## src/dcir_defines.svh

```systemverilog
// Register map, field positions and fixed values of the distributor config block
// Operation
// - Config word reports lockable shared interrupt count
// - Lock input blocks writes to secure lockables
// - Security bit: one or two security states
// - CPU field holds interface count minus one
// - Line field holds thirty-two ID groups minus one
// - Should-be-zero config bits read zero
// - Ident top byte holds fixed product value
// - Ident holds twelve-bit read-only revision
// - Ident low bits hold manufacturer code
// - Base security word banked per CPU interface
// - Bank chosen from ID, enable, match
// - Only configured shared security words exist
// - Banked private input status word, reset zero
// - Shared input status words, reset zero
// - Input status reachable from secure state only
// - Write-only soft interrupt trigger register
// - Read-only peripheral identification bytes
// - Byte, halfword, word; little-endian data
// - Status words show present input levels
`ifndef DCIR_DEFINES_SVH
`define DCIR_DEFINES_SVH

`define DCIR_ADDR_W        16
`define DCIR_OFF_CONFIG    16'h0004
`define DCIR_OFF_IDENT     16'h0008
`define DCIR_OFF_SEC_BANK  16'h0080
`define DCIR_OFF_SEC_SHR   16'h0084
`define DCIR_OFF_PRIV_STAT 16'h0d00
`define DCIR_OFF_SHR_STAT  16'h0d04
`define DCIR_OFF_SOFT_TRIG 16'h8f00
`define DCIR_OFF_PID8      16'h0fc0
`define DCIR_OFF_PID_UP    16'h0fd0
`define DCIR_OFF_PID_LO    16'h0fe0

`define DCIR_LOCK_LSB      11
`define DCIR_SECX_BIT      10
`define DCIR_CPU_LSB       5
`define DCIR_LINE_LSB      0
`define DCIR_PROD_LSB      24
`define DCIR_REV_LSB       12
`define DCIR_CONT_LSB      8
`define DCIR_PRIV_LSB      16

`define DCIR_RESP_OKAY     2'h0
`define DCIR_RESET_WORD    32'h00000000

`endif

```

## src/dcir_pkg.sv

```systemverilog
// Types shared by the distributor config block
`default_nettype none
package dcir_pkg;
  typedef enum logic [1:0] {RD_IDLE, RD_FETCH, RD_RESP} dcir_rd_state_t;
  typedef enum logic [1:0] {WR_COLLECT, WR_LOOK, WR_RESP} dcir_wr_state_t;

  // Width of the shared line port: one word per 32 shared IDs, at least one word
  function automatic int dcir_shr_w(input int n);
    return 32 * ((((n + 31) / 32 - 1) > 0) ? ((n + 31) / 32 - 1) : 1);
  endfunction
endpackage
`default_nettype wire

```

## src/dcir_sync.sv

```systemverilog
// Two-stage synchroniser for a vector of pin levels
`default_nettype none
module dcir_sync #(
  parameter int WIDTH = 1
) (
  input  wire logic             aclk,
  input  wire logic             aresetn,
  input  wire logic [WIDTH-1:0] pin_in,
  output logic      [WIDTH-1:0] level_out
);
  logic [WIDTH-1:0] stage1;

  always_ff @(posedge aclk)
  begin
    if (!aresetn)
    begin
      stage1    <= '0;
      level_out <= '0;
    end
    else
    begin
      stage1    <= pin_in;
      level_out <= stage1;
    end
  end
endmodule
`default_nettype wire

```

## src/dcir_mem.sv

```systemverilog
// Security word store: one write port with bit mask, two registered read ports
`include "dcir_defines.svh"
`default_nettype none
module dcir_mem #(
  parameter int DEPTH = 4,
  parameter int IDX_W = 2
) (
  input  wire logic             aclk,
  input  wire logic             aresetn,
  input  wire logic             wr_en,
  input  wire logic [IDX_W-1:0] wr_index,
  input  wire logic [31:0]      wr_data,
  input  wire logic [31:0]      wr_mask,
  input  wire logic [IDX_W-1:0] rd_a_index,
  output logic      [31:0]      rd_a_data,
  input  wire logic [IDX_W-1:0] rd_b_index,
  output logic      [31:0]      rd_b_data
);
  logic [31:0] store [DEPTH];

  for (genvar e = 0; e < DEPTH; e++)
  begin : g_entry
    always_ff @(posedge aclk)
    begin
      if (!aresetn)
        store[e] <= `DCIR_RESET_WORD;
      else if (wr_en && wr_index == IDX_W'(e))
        store[e] <= (store[e] & ~wr_mask) | (wr_data & wr_mask);
    end
  end

  always_ff @(posedge aclk)
  begin
    if (!aresetn)
    begin
      rd_a_data <= `DCIR_RESET_WORD;
      rd_b_data <= `DCIR_RESET_WORD;
    end
    else
    begin
      rd_a_data <= (int'(rd_a_index) < DEPTH) ? store[rd_a_index] : `DCIR_RESET_WORD;
      rd_b_data <= (int'(rd_b_index) < DEPTH) ? store[rd_b_index] : `DCIR_RESET_WORD;
    end
  end
endmodule
`default_nettype wire

```

## src/dcir_regs.sv

```systemverilog
// Distributor configuration, identification and security register bank
`include "dcir_defines.svh"
`default_nettype none
module dcir_regs #(
  parameter int          NUM_CPU    = 8,
  parameter int          NUM_LINES  = 96,
  parameter int          LOCK_COUNT = 31,
  parameter bit          SEC_EXT    = 1'b1,
  parameter int          ID_W       = 8,
  // Identification values below are arbitrary
  parameter logic [7:0]  PRODUCT_ID = 8'h5a,
  parameter logic [11:0] REVISION   = 12'h001,
  parameter logic [3:0]  CONT_CODE  = 4'h3,
  parameter logic [6:0]  MFR_CODE   = 7'h2a,
  parameter logic [7:0]  PID8       = 8'h11,
  parameter logic [31:0] PID_UPPER  = 32'h44332211,
  parameter logic [31:0] PID_LOWER  = 32'h88776655
) (
  input  wire logic                      aclk,
  input  wire logic                      aresetn,
  input  wire logic                      awvalid,
  output logic                           awready,
  input  wire logic [`DCIR_ADDR_W-1:0]   awaddr,
  input  wire logic [2:0]                awprot,
  input  wire logic [ID_W-1:0]           awid,
  input  wire logic                      wvalid,
  output logic                           wready,
  input  wire logic [31:0]               wdata,
  input  wire logic [3:0]                wstrb,
  output logic                           bvalid,
  input  wire logic                      bready,
  output logic [1:0]                     bresp,
  input  wire logic                      arvalid,
  output logic                           arready,
  input  wire logic [`DCIR_ADDR_W-1:0]   araddr,
  input  wire logic [2:0]                arprot,
  input  wire logic [ID_W-1:0]           arid,
  output logic                           rvalid,
  input  wire logic                      rready,
  output logic [31:0]                    rdata,
  output logic [1:0]                     rresp,
  input  wire logic [NUM_CPU-1:0]        cpu_if_enable,
  input  wire logic [NUM_CPU*ID_W-1:0]   cpu_if_match,
  input  wire logic                      security_lock,
  input  wire logic [NUM_CPU*16-1:0]     private_lines,
  input  wire logic [dcir_pkg::dcir_shr_w(NUM_LINES)-1:0] shared_lines,
  output logic                           soft_trigger_pulse,
  output logic [31:0]                    soft_trigger_data
);
  import dcir_pkg::*;

  //--------------------------------------------------------------------
  // Derived sizes
  //--------------------------------------------------------------------
  localparam int SHR_WORDS = (NUM_LINES + 31) / 32 - 1;
  localparam int SW        = (SHR_WORDS > 0) ? SHR_WORDS : 1;
  localparam int DEPTH     = NUM_CPU + SW;
  localparam int IDX_W     = (DEPTH > 1) ? $clog2(DEPTH) : 1;
  localparam int SYNC_W    = 1 + NUM_CPU * 16 + SW * 32;
  localparam logic [31:0] LOCK_VEC = 32'((64'h1 << LOCK_COUNT) - 64'h1);

  localparam logic [31:0] CFG_WORD = {16'h0000,
                                      5'(LOCK_COUNT),
                                      SEC_EXT,
                                      2'h0,
                                      3'(NUM_CPU - 1),
                                      5'((NUM_LINES + 31) / 32 - 1)};
  localparam logic [31:0] IDENT_WORD = {PRODUCT_ID, REVISION,
                                        CONT_CODE, 1'b0, MFR_CODE};

  //--------------------------------------------------------------------
  // Pin synchronisers
  //--------------------------------------------------------------------
  logic [SYNC_W-1:0]      sync_level;
  logic                   lock_s;
  logic [NUM_CPU*16-1:0]  priv_s;
  logic [SW*32-1:0]       shr_s;

  dcir_sync #(.WIDTH(SYNC_W)) u_sync (
    .aclk      (aclk),
    .aresetn   (aresetn),
    .pin_in    ({security_lock, private_lines, shared_lines}),
    .level_out (sync_level)
  );

  assign lock_s = sync_level[SYNC_W-1];
  assign priv_s = sync_level[SW*32 +: NUM_CPU*16];
  assign shr_s  = sync_level[SW*32-1:0];

  //--------------------------------------------------------------------
  // Bank selection and address helpers
  //--------------------------------------------------------------------
  function automatic logic [2:0] pick_bank(input logic [ID_W-1:0] id);
    logic [2:0] sel;
    sel = 3'h0;
    for (int i = NUM_CPU - 1; i >= 0; i--)
      if (cpu_if_enable[i] && cpu_if_match[i*ID_W +: ID_W] == id)
        sel = 3'(i);
    return sel;
  endfunction

  function automatic logic [`DCIR_ADDR_W-1:0] wa(input logic [`DCIR_ADDR_W-1:0] a);
    return {a[`DCIR_ADDR_W-1:2], 2'b00};
  endfunction

  // Security store index; all ones when the offset holds no security word
  function automatic logic [IDX_W-1:0] sec_index(input logic [`DCIR_ADDR_W-1:0] a,
                                                 input logic [2:0]              bank);
    logic [`DCIR_ADDR_W-1:0] off;
    off = wa(a) - `DCIR_OFF_SEC_SHR;
    if (wa(a) == `DCIR_OFF_SEC_BANK)
      return IDX_W'(bank);
    if (SHR_WORDS > 0 && wa(a) >= `DCIR_OFF_SEC_SHR && int'(off >> 2) < SHR_WORDS)
      return IDX_W'(NUM_CPU + int'(off >> 2));
    return '1;
  endfunction

  function automatic logic is_sec(input logic [`DCIR_ADDR_W-1:0] a);
    logic [`DCIR_ADDR_W-1:0] off;
    off = wa(a) - `DCIR_OFF_SEC_SHR;
    return (wa(a) == `DCIR_OFF_SEC_BANK) ||
           (SHR_WORDS > 0 && wa(a) >= `DCIR_OFF_SEC_SHR && int'(off >> 2) < SHR_WORDS);
  endfunction

  //--------------------------------------------------------------------
  // Security word store
  //--------------------------------------------------------------------
  logic [`DCIR_ADDR_W-1:0] aw_addr;
  logic                    aw_sec;
  logic [2:0]              aw_bank;
  logic [31:0]             w_data;
  logic [3:0]              w_strb;
  logic                    mem_wr_en;
  logic [31:0]             mem_wmask;
  logic [31:0]             strobe_mask;
  logic [31:0]             lock_guard;
  logic [31:0]             mem_a_data;
  logic [31:0]             mem_b_data;
  dcir_wr_state_t          wr_state;

  dcir_mem #(.DEPTH(DEPTH), .IDX_W(IDX_W)) u_mem (
    .aclk       (aclk),
    .aresetn    (aresetn),
    .wr_en      (mem_wr_en),
    .wr_index   (sec_index(aw_addr, aw_bank)),
    .wr_data    (w_data),
    .wr_mask    (mem_wmask),
    .rd_a_index (sec_index(araddr, pick_bank(arid))),
    .rd_a_data  (mem_a_data),
    .rd_b_index (sec_index(aw_addr, aw_bank)),
    .rd_b_data  (mem_b_data)
  );

  always_comb
  begin
    for (int b = 0; b < 4; b++)
      strobe_mask[b*8 +: 8] = {8{w_strb[b]}};
    lock_guard = '0;
    if (lock_s && SHR_WORDS > 0 && wa(aw_addr) == `DCIR_OFF_SEC_SHR)
      lock_guard = LOCK_VEC & ~mem_b_data;
    mem_wmask = strobe_mask & ~lock_guard;
    mem_wr_en = (wr_state == WR_LOOK) && is_sec(aw_addr) && aw_sec;
  end

  //--------------------------------------------------------------------
  // Write channel
  //--------------------------------------------------------------------
  logic aw_held;
  logic w_held;

  always_ff @(posedge aclk)
  begin
    if (!aresetn)
    begin
      awready <= 1'b1;
      aw_held <= 1'b0;
      aw_addr <= '0;
      aw_sec  <= 1'b0;
      aw_bank <= 3'h0;
    end
    else if (awvalid && awready)
    begin
      awready <= 1'b0;
      aw_held <= 1'b1;
      aw_addr <= awaddr;
      aw_sec  <= !awprot[1];
      aw_bank <= pick_bank(awid);
    end
    else if (wr_state == WR_RESP && bready)
    begin
      awready <= 1'b1;
      aw_held <= 1'b0;
    end
  end

  always_ff @(posedge aclk)
  begin
    if (!aresetn)
    begin
      wready <= 1'b1;
      w_held <= 1'b0;
      w_data <= '0;
      w_strb <= 4'h0;
    end
    else if (wvalid && wready)
    begin
      wready <= 1'b0;
      w_held <= 1'b1;
      w_data <= wdata;
      w_strb <= wstrb;
    end
    else if (wr_state == WR_RESP && bready)
    begin
      wready <= 1'b1;
      w_held <= 1'b0;
    end
  end

  always_ff @(posedge aclk)
  begin
    if (!aresetn)
    begin
      wr_state <= WR_COLLECT;
      bvalid   <= 1'b0;
      bresp    <= `DCIR_RESP_OKAY;
    end
    else
    begin
      unique case (wr_state)
        WR_COLLECT:
          if (aw_held && w_held)
            wr_state <= WR_LOOK;
        WR_LOOK:
        begin
          bvalid   <= 1'b1;
          bresp    <= `DCIR_RESP_OKAY;
          wr_state <= WR_RESP;
        end
        WR_RESP:
          if (bready)
          begin
            bvalid   <= 1'b0;
            wr_state <= WR_COLLECT;
          end
      endcase
    end
  end

  // Trigger word leaves as a one-cycle pulse; full word, strobes ignored
  always_ff @(posedge aclk)
  begin
    if (!aresetn)
    begin
      soft_trigger_pulse <= 1'b0;
      soft_trigger_data  <= '0;
    end
    else
    begin
      soft_trigger_pulse <= (wr_state == WR_LOOK) &&
                            wa(aw_addr) == `DCIR_OFF_SOFT_TRIG;
      if (wr_state == WR_LOOK && wa(aw_addr) == `DCIR_OFF_SOFT_TRIG)
        soft_trigger_data <= w_data;
    end
  end

  //--------------------------------------------------------------------
  // Read channel
  //--------------------------------------------------------------------
  dcir_rd_state_t          rd_state;
  logic [`DCIR_ADDR_W-1:0] rd_addr;
  logic                    rd_sec;
  logic [2:0]              rd_bank;
  logic [31:0]             rd_word;
  logic [`DCIR_ADDR_W-1:0] rd_off;

  always_comb
  begin
    rd_off  = wa(rd_addr) - `DCIR_OFF_SHR_STAT;
    rd_word = '0;
    if (wa(rd_addr) == `DCIR_OFF_CONFIG)
      rd_word = CFG_WORD;
    else if (wa(rd_addr) == `DCIR_OFF_IDENT)
      rd_word = IDENT_WORD;
    else if (is_sec(rd_addr))
      rd_word = mem_a_data;
    else if (wa(rd_addr) == `DCIR_OFF_PRIV_STAT)
    begin
      if (rd_sec)
        rd_word[`DCIR_PRIV_LSB +: 16] = priv_s[rd_bank*16 +: 16];
    end
    else if (SHR_WORDS > 0 && wa(rd_addr) >= `DCIR_OFF_SHR_STAT &&
             int'(rd_off >> 2) < SHR_WORDS)
    begin
      if (rd_sec)
        rd_word = shr_s[int'(rd_off >> 2)*32 +: 32];
    end
    else if (wa(rd_addr) == `DCIR_OFF_PID8)
      rd_word = {24'h000000, PID8};
    else if (wa(rd_addr) >= `DCIR_OFF_PID_UP && wa(rd_addr) < `DCIR_OFF_PID_LO)
      rd_word = {24'h000000, PID_UPPER[rd_addr[3:2]*8 +: 8]};
    else if (wa(rd_addr) >= `DCIR_OFF_PID_LO &&
             wa(rd_addr) < `DCIR_OFF_PID_LO + 16'h0010)
      rd_word = {24'h000000, PID_LOWER[rd_addr[3:2]*8 +: 8]};
  end

  always_ff @(posedge aclk)
  begin
    if (!aresetn)
    begin
      rd_state <= RD_IDLE;
      arready  <= 1'b1;
      rvalid   <= 1'b0;
      rdata    <= '0;
      rresp    <= `DCIR_RESP_OKAY;
      rd_addr  <= '0;
      rd_sec   <= 1'b0;
      rd_bank  <= 3'h0;
    end
    else
    begin
      unique case (rd_state)
        RD_IDLE:
          if (arvalid && arready)
          begin
            arready  <= 1'b0;
            rd_addr  <= araddr;
            rd_sec   <= !arprot[1];
            rd_bank  <= pick_bank(arid);
            rd_state <= RD_FETCH;
          end
        RD_FETCH:
        begin
          rvalid   <= 1'b1;
          rdata    <= rd_word;
          rresp    <= `DCIR_RESP_OKAY;
          rd_state <= RD_RESP;
        end
        RD_RESP:
          if (rready)
          begin
            rvalid   <= 1'b0;
            arready  <= 1'b1;
            rd_state <= RD_IDLE;
          end
      endcase
    end
  end

  //--------------------------------------------------------------------
  // Checks
  //--------------------------------------------------------------------
  AST_CFG_LOCK: assert property (@(posedge aclk) disable iff (!aresetn)
    rd_state == RD_FETCH && wa(rd_addr) == `DCIR_OFF_CONFIG |=>
      rdata[15:11] == 5'(LOCK_COUNT))
    else $error("lockable count field wrong");

  AST_LOCK_GUARD: assert property (@(posedge aclk) disable iff (!aresetn)
    mem_wr_en && lock_s && wa(aw_addr) == `DCIR_OFF_SEC_SHR |->
      ##2 (mem_b_data & LOCK_VEC & ~$past(mem_b_data, 2)) == 32'h0)
    else $error("secure lockable bit writable under lock");

  AST_CFG_FIELDS: assert property (@(posedge aclk) disable iff (!aresetn)
    rvalid && $rose(rvalid) && wa(rd_addr) == `DCIR_OFF_CONFIG |->
      rdata[10] == SEC_EXT && rdata[7:5] == 3'(NUM_CPU - 1))
    else $error("security or cpu field wrong");

  AST_CFG_LINES: assert property (@(posedge aclk) disable iff (!aresetn)
    $rose(rvalid) && wa(rd_addr) == `DCIR_OFF_CONFIG |->
      rdata[4:0] == 5'((NUM_LINES + 31) / 32 - 1) &&
      rdata[31:16] == 16'h0000 && rdata[9:8] == 2'h0)
    else $error("line field or zero bits wrong");

  AST_IDENT: assert property (@(posedge aclk) disable iff (!aresetn)
    $rose(rvalid) && wa(rd_addr) == `DCIR_OFF_IDENT |->
      rdata == {PRODUCT_ID, REVISION, CONT_CODE, 1'b0, MFR_CODE})
    else $error("ident word wrong");

  AST_NONSEC_STATUS: assert property (@(posedge aclk) disable iff (!aresetn)
    $rose(rvalid) && !rd_sec && wa(rd_addr) == `DCIR_OFF_PRIV_STAT |->
      rdata == 32'h0)
    else $error("non-secure read saw status");

  AST_TRIGGER: assert property (@(posedge aclk) disable iff (!aresetn)
    soft_trigger_pulse |-> $past(wr_state) == WR_LOOK && !$past(soft_trigger_pulse) &&
      soft_trigger_data == $past(w_data))
    else $error("trigger pulse without matching write");

  AST_READ_LATENCY: assert property (@(posedge aclk) disable iff (!aresetn)
    arvalid && arready |-> !rvalid ##1 !rvalid ##1 rvalid)
    else $error("read answer not two cycles after address");

  AST_WRITE_LATENCY: assert property (@(posedge aclk) disable iff (!aresetn)
    aw_held && w_held && wr_state == WR_COLLECT |-> ##2 bvalid)
    else $error("write answer late");
endmodule
`default_nettype wire

```

## config.mk

```make
export PLATFORM = sky130hd
export DESIGN_NAME = dcir_regs
export DESIGN_NICKNAME = d
export VERILOG_FILES = /design/src/dcir_pkg.sv /design/src/dcir_sync.sv /design/src/dcir_mem.sv /design/src/dcir_regs.sv
export VERILOG_INCLUDE_DIRS = /design/src /design/src/src
export SDC_FILE = /design/constraint.sdc
export NUM_CORES = 2
export LEC_CHECK = 0
export BUFFER_PORTS_ARGS = -buffer_cell sky130_fd_sc_hd__buf_2
export CORE_ASPECT_RATIO = 0.75
export CORE_MARGIN = 4
export CORE_UTILIZATION = 40
export DETAILED_ROUTE_END_ITERATION = 8
export GPL_ROUTABILITY_DRIVEN = 0
export PLACE_DENSITY = 0.62
export SLEW_MARGIN = 25
export SYNTH_ARGS = -nofsm -noshare
export SYNTH_HDL_FRONTEND = slang
export SYNTH_SLANG_ARGS = --single-unit
```

## constraint.sdc

```tcl
create_clock -name aclk -period 6 [get_ports aclk]
set_clock_uncertainty 0.2 [all_clocks]
set_input_delay 1.8 -clock aclk [delete_from_list [all_inputs] [get_ports aclk]]
set_output_delay 1.8 -clock aclk [all_outputs]
set_load 0.01 [all_outputs]
```

# Word level (Yosys, flattened, before mapping)

Memory sizes are Yosys's and may differ from the RTL's. A register that Yosys moved wholly into a read port is not among the register bits.
Index checks and enable logic that the tools add are counted.

Flip-flop bits (word level): 538
Bits in latches: 0
Bits in writable memories: 320
Memory bits (read-only): 0
Input bits: 362
Output and inout bits: 74
Word-level logic and storage cells: 289
Memories: 1

$add $sub $neg: 6
Multiply operators: 0
Div/mod/pow operators: 0
$lt $le $gt $ge: 14
Equal/unequal tests: 42
Shift-type cells: 4
Muxes and demuxes: 102
Bitwise gates (word level): 35
Reductions and logical operators: 63

Memories:

| memory      | words | width | read ports | clocked after memory_dff | write ports | line           | source |
|---|---|---|---|---|---|---|---|
| u_mem.store | 10    | 32    | 12         | 2                        | 10          | dcir_mem.sv:19 | `logic [31:0] store [DEPTH];` |

Operator list:

| kind                                                        | count |
|---|---|
| 2-to-1 mux 32 bit                                           | 17 |
| bitwise AND 32 bit                                          | 12 |
| OR 32 bit                                                   | 10 |
| == test 8 bit                                               | 16 |
| variable part select 128 x 8 -> 16 bit                      | 1 |
| NOT 32 bit                                                  | 2 |
| variable part select 32 x 6 -> 8 bit (first input constant) | 2 |
| variable part select 64 x 20 -> 32 bit                      | 1 |
| == test 14 x 6 -> 1 bit (second input constant)             | 4 |
| < comparator 14 x 2 -> 1 bit (second input constant)        | 4 |
| >= comparator 16 x 12 -> 1 bit (second input constant)      | 3 |
| >= comparator 16 x 8 -> 1 bit (second input constant)       | 3 |
| 2-to-1 mux 16 bit                                           | 3 |
| 2-to-1 mux 3 bit                                            | 16 |
| subtractor 16 x 8 -> 16 bit (second input constant)         | 3 |
| 2-to-1 mux 1 bit                                            | 47 |
| logical AND 1 bit                                           | 41 |
| < comparator 16 x 12 -> 1 bit (second input constant)       | 2 |
| 2-to-1 mux 4 bit                                            | 8 |
| 2-to-1 mux 31 bit                                           | 1 |
| NOT 31 bit                                                  | 1 |
| == test 14 x 10 -> 1 bit (second input constant)            | 2 |
| == test 4 x 3 -> 1 bit (second input constant)              | 4 |
| subtractor 16 x 12 -> 16 bit (second input constant)        | 1 |
| 23 further kinds                                            | 62 |

# Depth between registers and ports, before layout

Depth in word-level cells: 17
Gate-level depth with buffers: 17
Mapped depth without buffers: 12

# Modules after synthesis

From an unflattened synthesis, not the netlist that was laid out.

Cells, all modules: 3957
Area total of the unflattened synthesis: 41060.6 um^2

By module, submodules not included:

| module    | instances | cells each | area an instance (um^2) |
|---|---|---|---|
| dcir_mem  | 1         | 1889       | 20752.4 |
| dcir_sync | 1         | 814        | 10348.7 |
| dcir_regs | 1         | 1254       | 9959.6 |

# Worst setup path before layout

No wires, ideal clock.

Path kind: register to register
Start: register aw_addr[2]
End: memory u_mem.store[8][0], enable pin
Library setup time: 0.470 ns
Data arrival time: 5.257 ns
Data required time: 5.330 ns
Slack: 0.073 ns
Cell stages (with the launch flop): 12
Path buffers: 3
Period minus slack after synthesis: 5.927 ns
Cells stage by stage: dfxtp_1 inv_1 ha_1 or4b_1 clkbuf_1 or4_1 buf_2 or2_2 o22ai_2 buf_4 inv_1 o31ai_1

RTL lines:

| element                | line             | source |
|---|---|---|
| start, declared        | dcir_regs.sv:128 | `` logic [`DCIR_ADDR_W-1:0] aw_addr; `` |
| start signal, assigned | dcir_regs.sv:185 | `aw_addr <= awaddr;` |
| end, declared          | dcir_mem.sv:19   |  |

==> results.md <==
- Clk sinks: 917
- Min-Delay Path Class: register to register
- Dpl hpwl: 86600 microns
- Initial antenna violation count: 5
- Cell depth of the worst setup path: 10
- Leakage power total: 17.5 nW
- IO Port Bufs: 423
- Top post-synthesis cells by area: dfxtp_1 31%, edfxtp_1 25%, a21oi_1 6.4%, and2_1 6.3%, nand2_1 6.1%
- Worst Hold Slack: 0.209 ns
- Worst path required time: 6.09 ns
- Buffers and inverters on the worst path: 2
- CTS root buf: clkbuf_16
- CTS buffer count: 91
- Crit path largest cell delay: 0.82 ns
- Yosys Warn Count: 0
- Avg Cell Area, Syn: 10.1 sq um
- Reg-to-reg startpoint: aw_addr[2]$_SDFFE_PN0P_
- Final Hold Vio Count: 0
- Vias post-DR: 31400
- Critical-path cell with the highest stage delay: or4_1
- Top Family by Delay on Critical Path: simple AND/OR/NAND/NOR gates
- Die X: 369 microns
- Critical Path, Cell by Cell: inv_1 > ha_1 > or4b_1 > or4_1 > nor2_1 > nand2_1 > o21ai_4 > nand2_1 > o31ai_4 > buf_4
- Fraction of layout cells with a size suffix above 1: 17.7%
- Remaining DRCs: 0
- FFs w/ async S/R, synth: 0%
- Crit path time final: 5.19 ns
- Kind of critical path: register to register
- Finished Cell Area: 0.0461 sq mm
- Final Util: 47.5%
- NumNets Final: 4590
- Die area: 0.103 sq mm
- Synth top cells by count: 636 x nand2_1, 597 x dfxtp_1, 502 x a21oi_1
- TNS Setup: 0 ns
- Mapped Area: 0.0391 sq mm
- Crit start category: register
- Critical Path End: u_mem.store[5][24]$_SDFFCE_PN0P_
- Wire length per cell: 23.3 microns
- Yosys top cell by area: dfxtp_1
- Vias in the first global route: 29600
- Most common cell in the netlist: nand2_1
- Worst-path clk slew: 0.07 ns
- Top_reg_cell synth: dfxtp_1
- Max cap viols: 0
- Fin crit share: 86.5%
- PnR Total Power: 14.3 mW
- Pins Over Slew Limit: 0
- Post-CTS Repair Setup Buffers: 0
- PD cells: 310 mW/mm^2
- Largest net degree at the start of global routing: 294
- H-tree depth: 3
- Crit. End Element: register
- CP Launch Point: aw_addr[2]$_SDFFE_PN0P_
- Post-Syn Instances: 3867
- Starting Density: 40.3%
- Slew @ Worst Pin: 1.02 ns
- Clock latency on the worst-skew pair: 0.68 ns
- Total grt overflow: 0
- Core Area: 0.0971 sq mm
- Die Y: 279 microns
- Yosys reg bits: 917
- Routed wire length: 131000 microns
- Top-area cell type share of the netlist area: 30.5%
- Reg2Reg Depth: 10
- Final setup vio count: 0
- FP Rows: 99
- Top-Level Pins: 436
- TritonCTS clock tree: done
- Data arrival, critical path: 5.28 ns
- Crit-path max FO: 32
- Via density: 5.60
- Layout area overhead: 17.8%
- RR Endpoint: u_mem.store[5][24]$_SDFFCE_PN0P_
- Maximum clock rate: 0.193 GHz
- RSZ-0062 raised after global routing: no
- Max clock buf depth: 3
- CTS resizes: 0
- Status: complete, no violations
- DRT Pass-1 Iters: 7
- All-layer global routing usage: 24.3%
- Seq/Total Area, Yosys: 55.1%
- Max_slew headroom: 32.0%
- Top cell by count, worst path: nand2_1
- Post-synth EDFFs: 320
- Setup slack, reg-to-reg: 0.81 ns
- Hold-fix buffers, CTS: 0
- Final ANT Viol Nets: 0
- Iteration-0 DRC Markers: 3863
- VDD IR max: 0.228 mV
- Synth cell types: 77
- First-pass GRT wire length: 191000 microns
- Fillers: 9108
- Placement Cell Area: 0.0428 sq mm
metal layers:
layer | track usage [%] | wire length, microns | share of wire [%]
met5 | 0 | 33 | 0.025
met4 | 8.54 | 4370 | 3.3
met3 | 4.67 | 11900 | 9.1
met2 | 37.2 | 57500 | 44
met1 | 34.4 | 57000 | 44
worst min path at each step:
stage                                      start                              end  slack (ns)  cells after the start
floorplan            u_sync.stage1[0]$_SDFF_PN0_   u_sync.level_out[0]$_SDFF_PN0_        0.21                      1
global placement    u_sync.stage1[21]$_SDFF_PN0_  u_sync.level_out[21]$_SDFF_PN0_        0.21                      1
detailed placement  u_sync.stage1[14]$_SDFF_PN0_  u_sync.level_out[14]$_SDFF_PN0_        0.22                      1
CTS                 u_sync.stage1[45]$_SDFF_PN0_  u_sync.level_out[45]$_SDFF_PN0_        0.21                      1
global route        u_sync.stage1[45]$_SDFF_PN0_  u_sync.level_out[45]$_SDFF_PN0_        0.22                      1
finish              u_sync.stage1[45]$_SDFF_PN0_  u_sync.level_out[45]$_SDFF_PN0_        0.21                      1
state kept, by name, indices dropped and copies added (netlist names), 4 cells and up:
name	flops
rdata	32
u_mem.rd_b_data	31
rd_addr	14
soft_trigger_data	32
w_strb	4
u_sync.stage1	193
u_sync.level_out	193
aw_addr	14
u_mem.store	320
u_mem.rd_a_data	32
w_data	32
kinds of logic after synthesis:
logic type	synth area share [%]
flops	55.1
mux	7.01
simple gates	16.8
buf+inv	2.92
fa+ha+maj	0.480
compound gates	14.6
other cells	0.00958
xor+xnor	3.02
layout by cell type (no fill, tap or decap), drive strengths merged, types with 26 or more instances in the layout:
cell    instances
clkbuf        131
nor2          107
dfxtp         597
xnor2          65
and2          391
edfxtp        320
a222oi         42
xor2           70
mux2i         175
nand3          70
a22oi          63
buf           507
o21ai         111
a21oi         502
mux4           32
clkinv         27
o22ai          40
nor3           26
nand2         636
nand4          27
o211ai         44
power breakdown:
part | total, mW | internal [mW] | switching, mW
Combinational | 1.30 | 0.496 | 0.799
Sequential | 6.90 | 6.70 | 0.197
Clock | 6.10 | 3.52 | 2.59
Total | 14.3 | 10.7 | 3.58
layout make-up:
cell class                      instances  area [sq um]  share of cell area [%]
Antenna cell                            4          10.0                  0.0217
Clock buffer                          131          2650                    5.74
Clock inverter                         41           628                    1.36
Inverter                               20          77.6                   0.168
Multi-Input combinational cell       2676         16600                    36.1
Sequential cell                       917         21600                    46.8
Tap cell                             1313          1640                    3.56
Timing Repair Buffer                  507          2870                    6.23
metrics by stage:
stage | std cells | setup slack [ns]
floorplan | 3870 | 0.0734
global placement | 5433 | 0.666
detailed placement | 5433 | 0.596
CTS | 5605 | 0.905
global route | 5607 | 0.643
finish | 5609 | 0.810
Power figures use the tool's default switching activity.
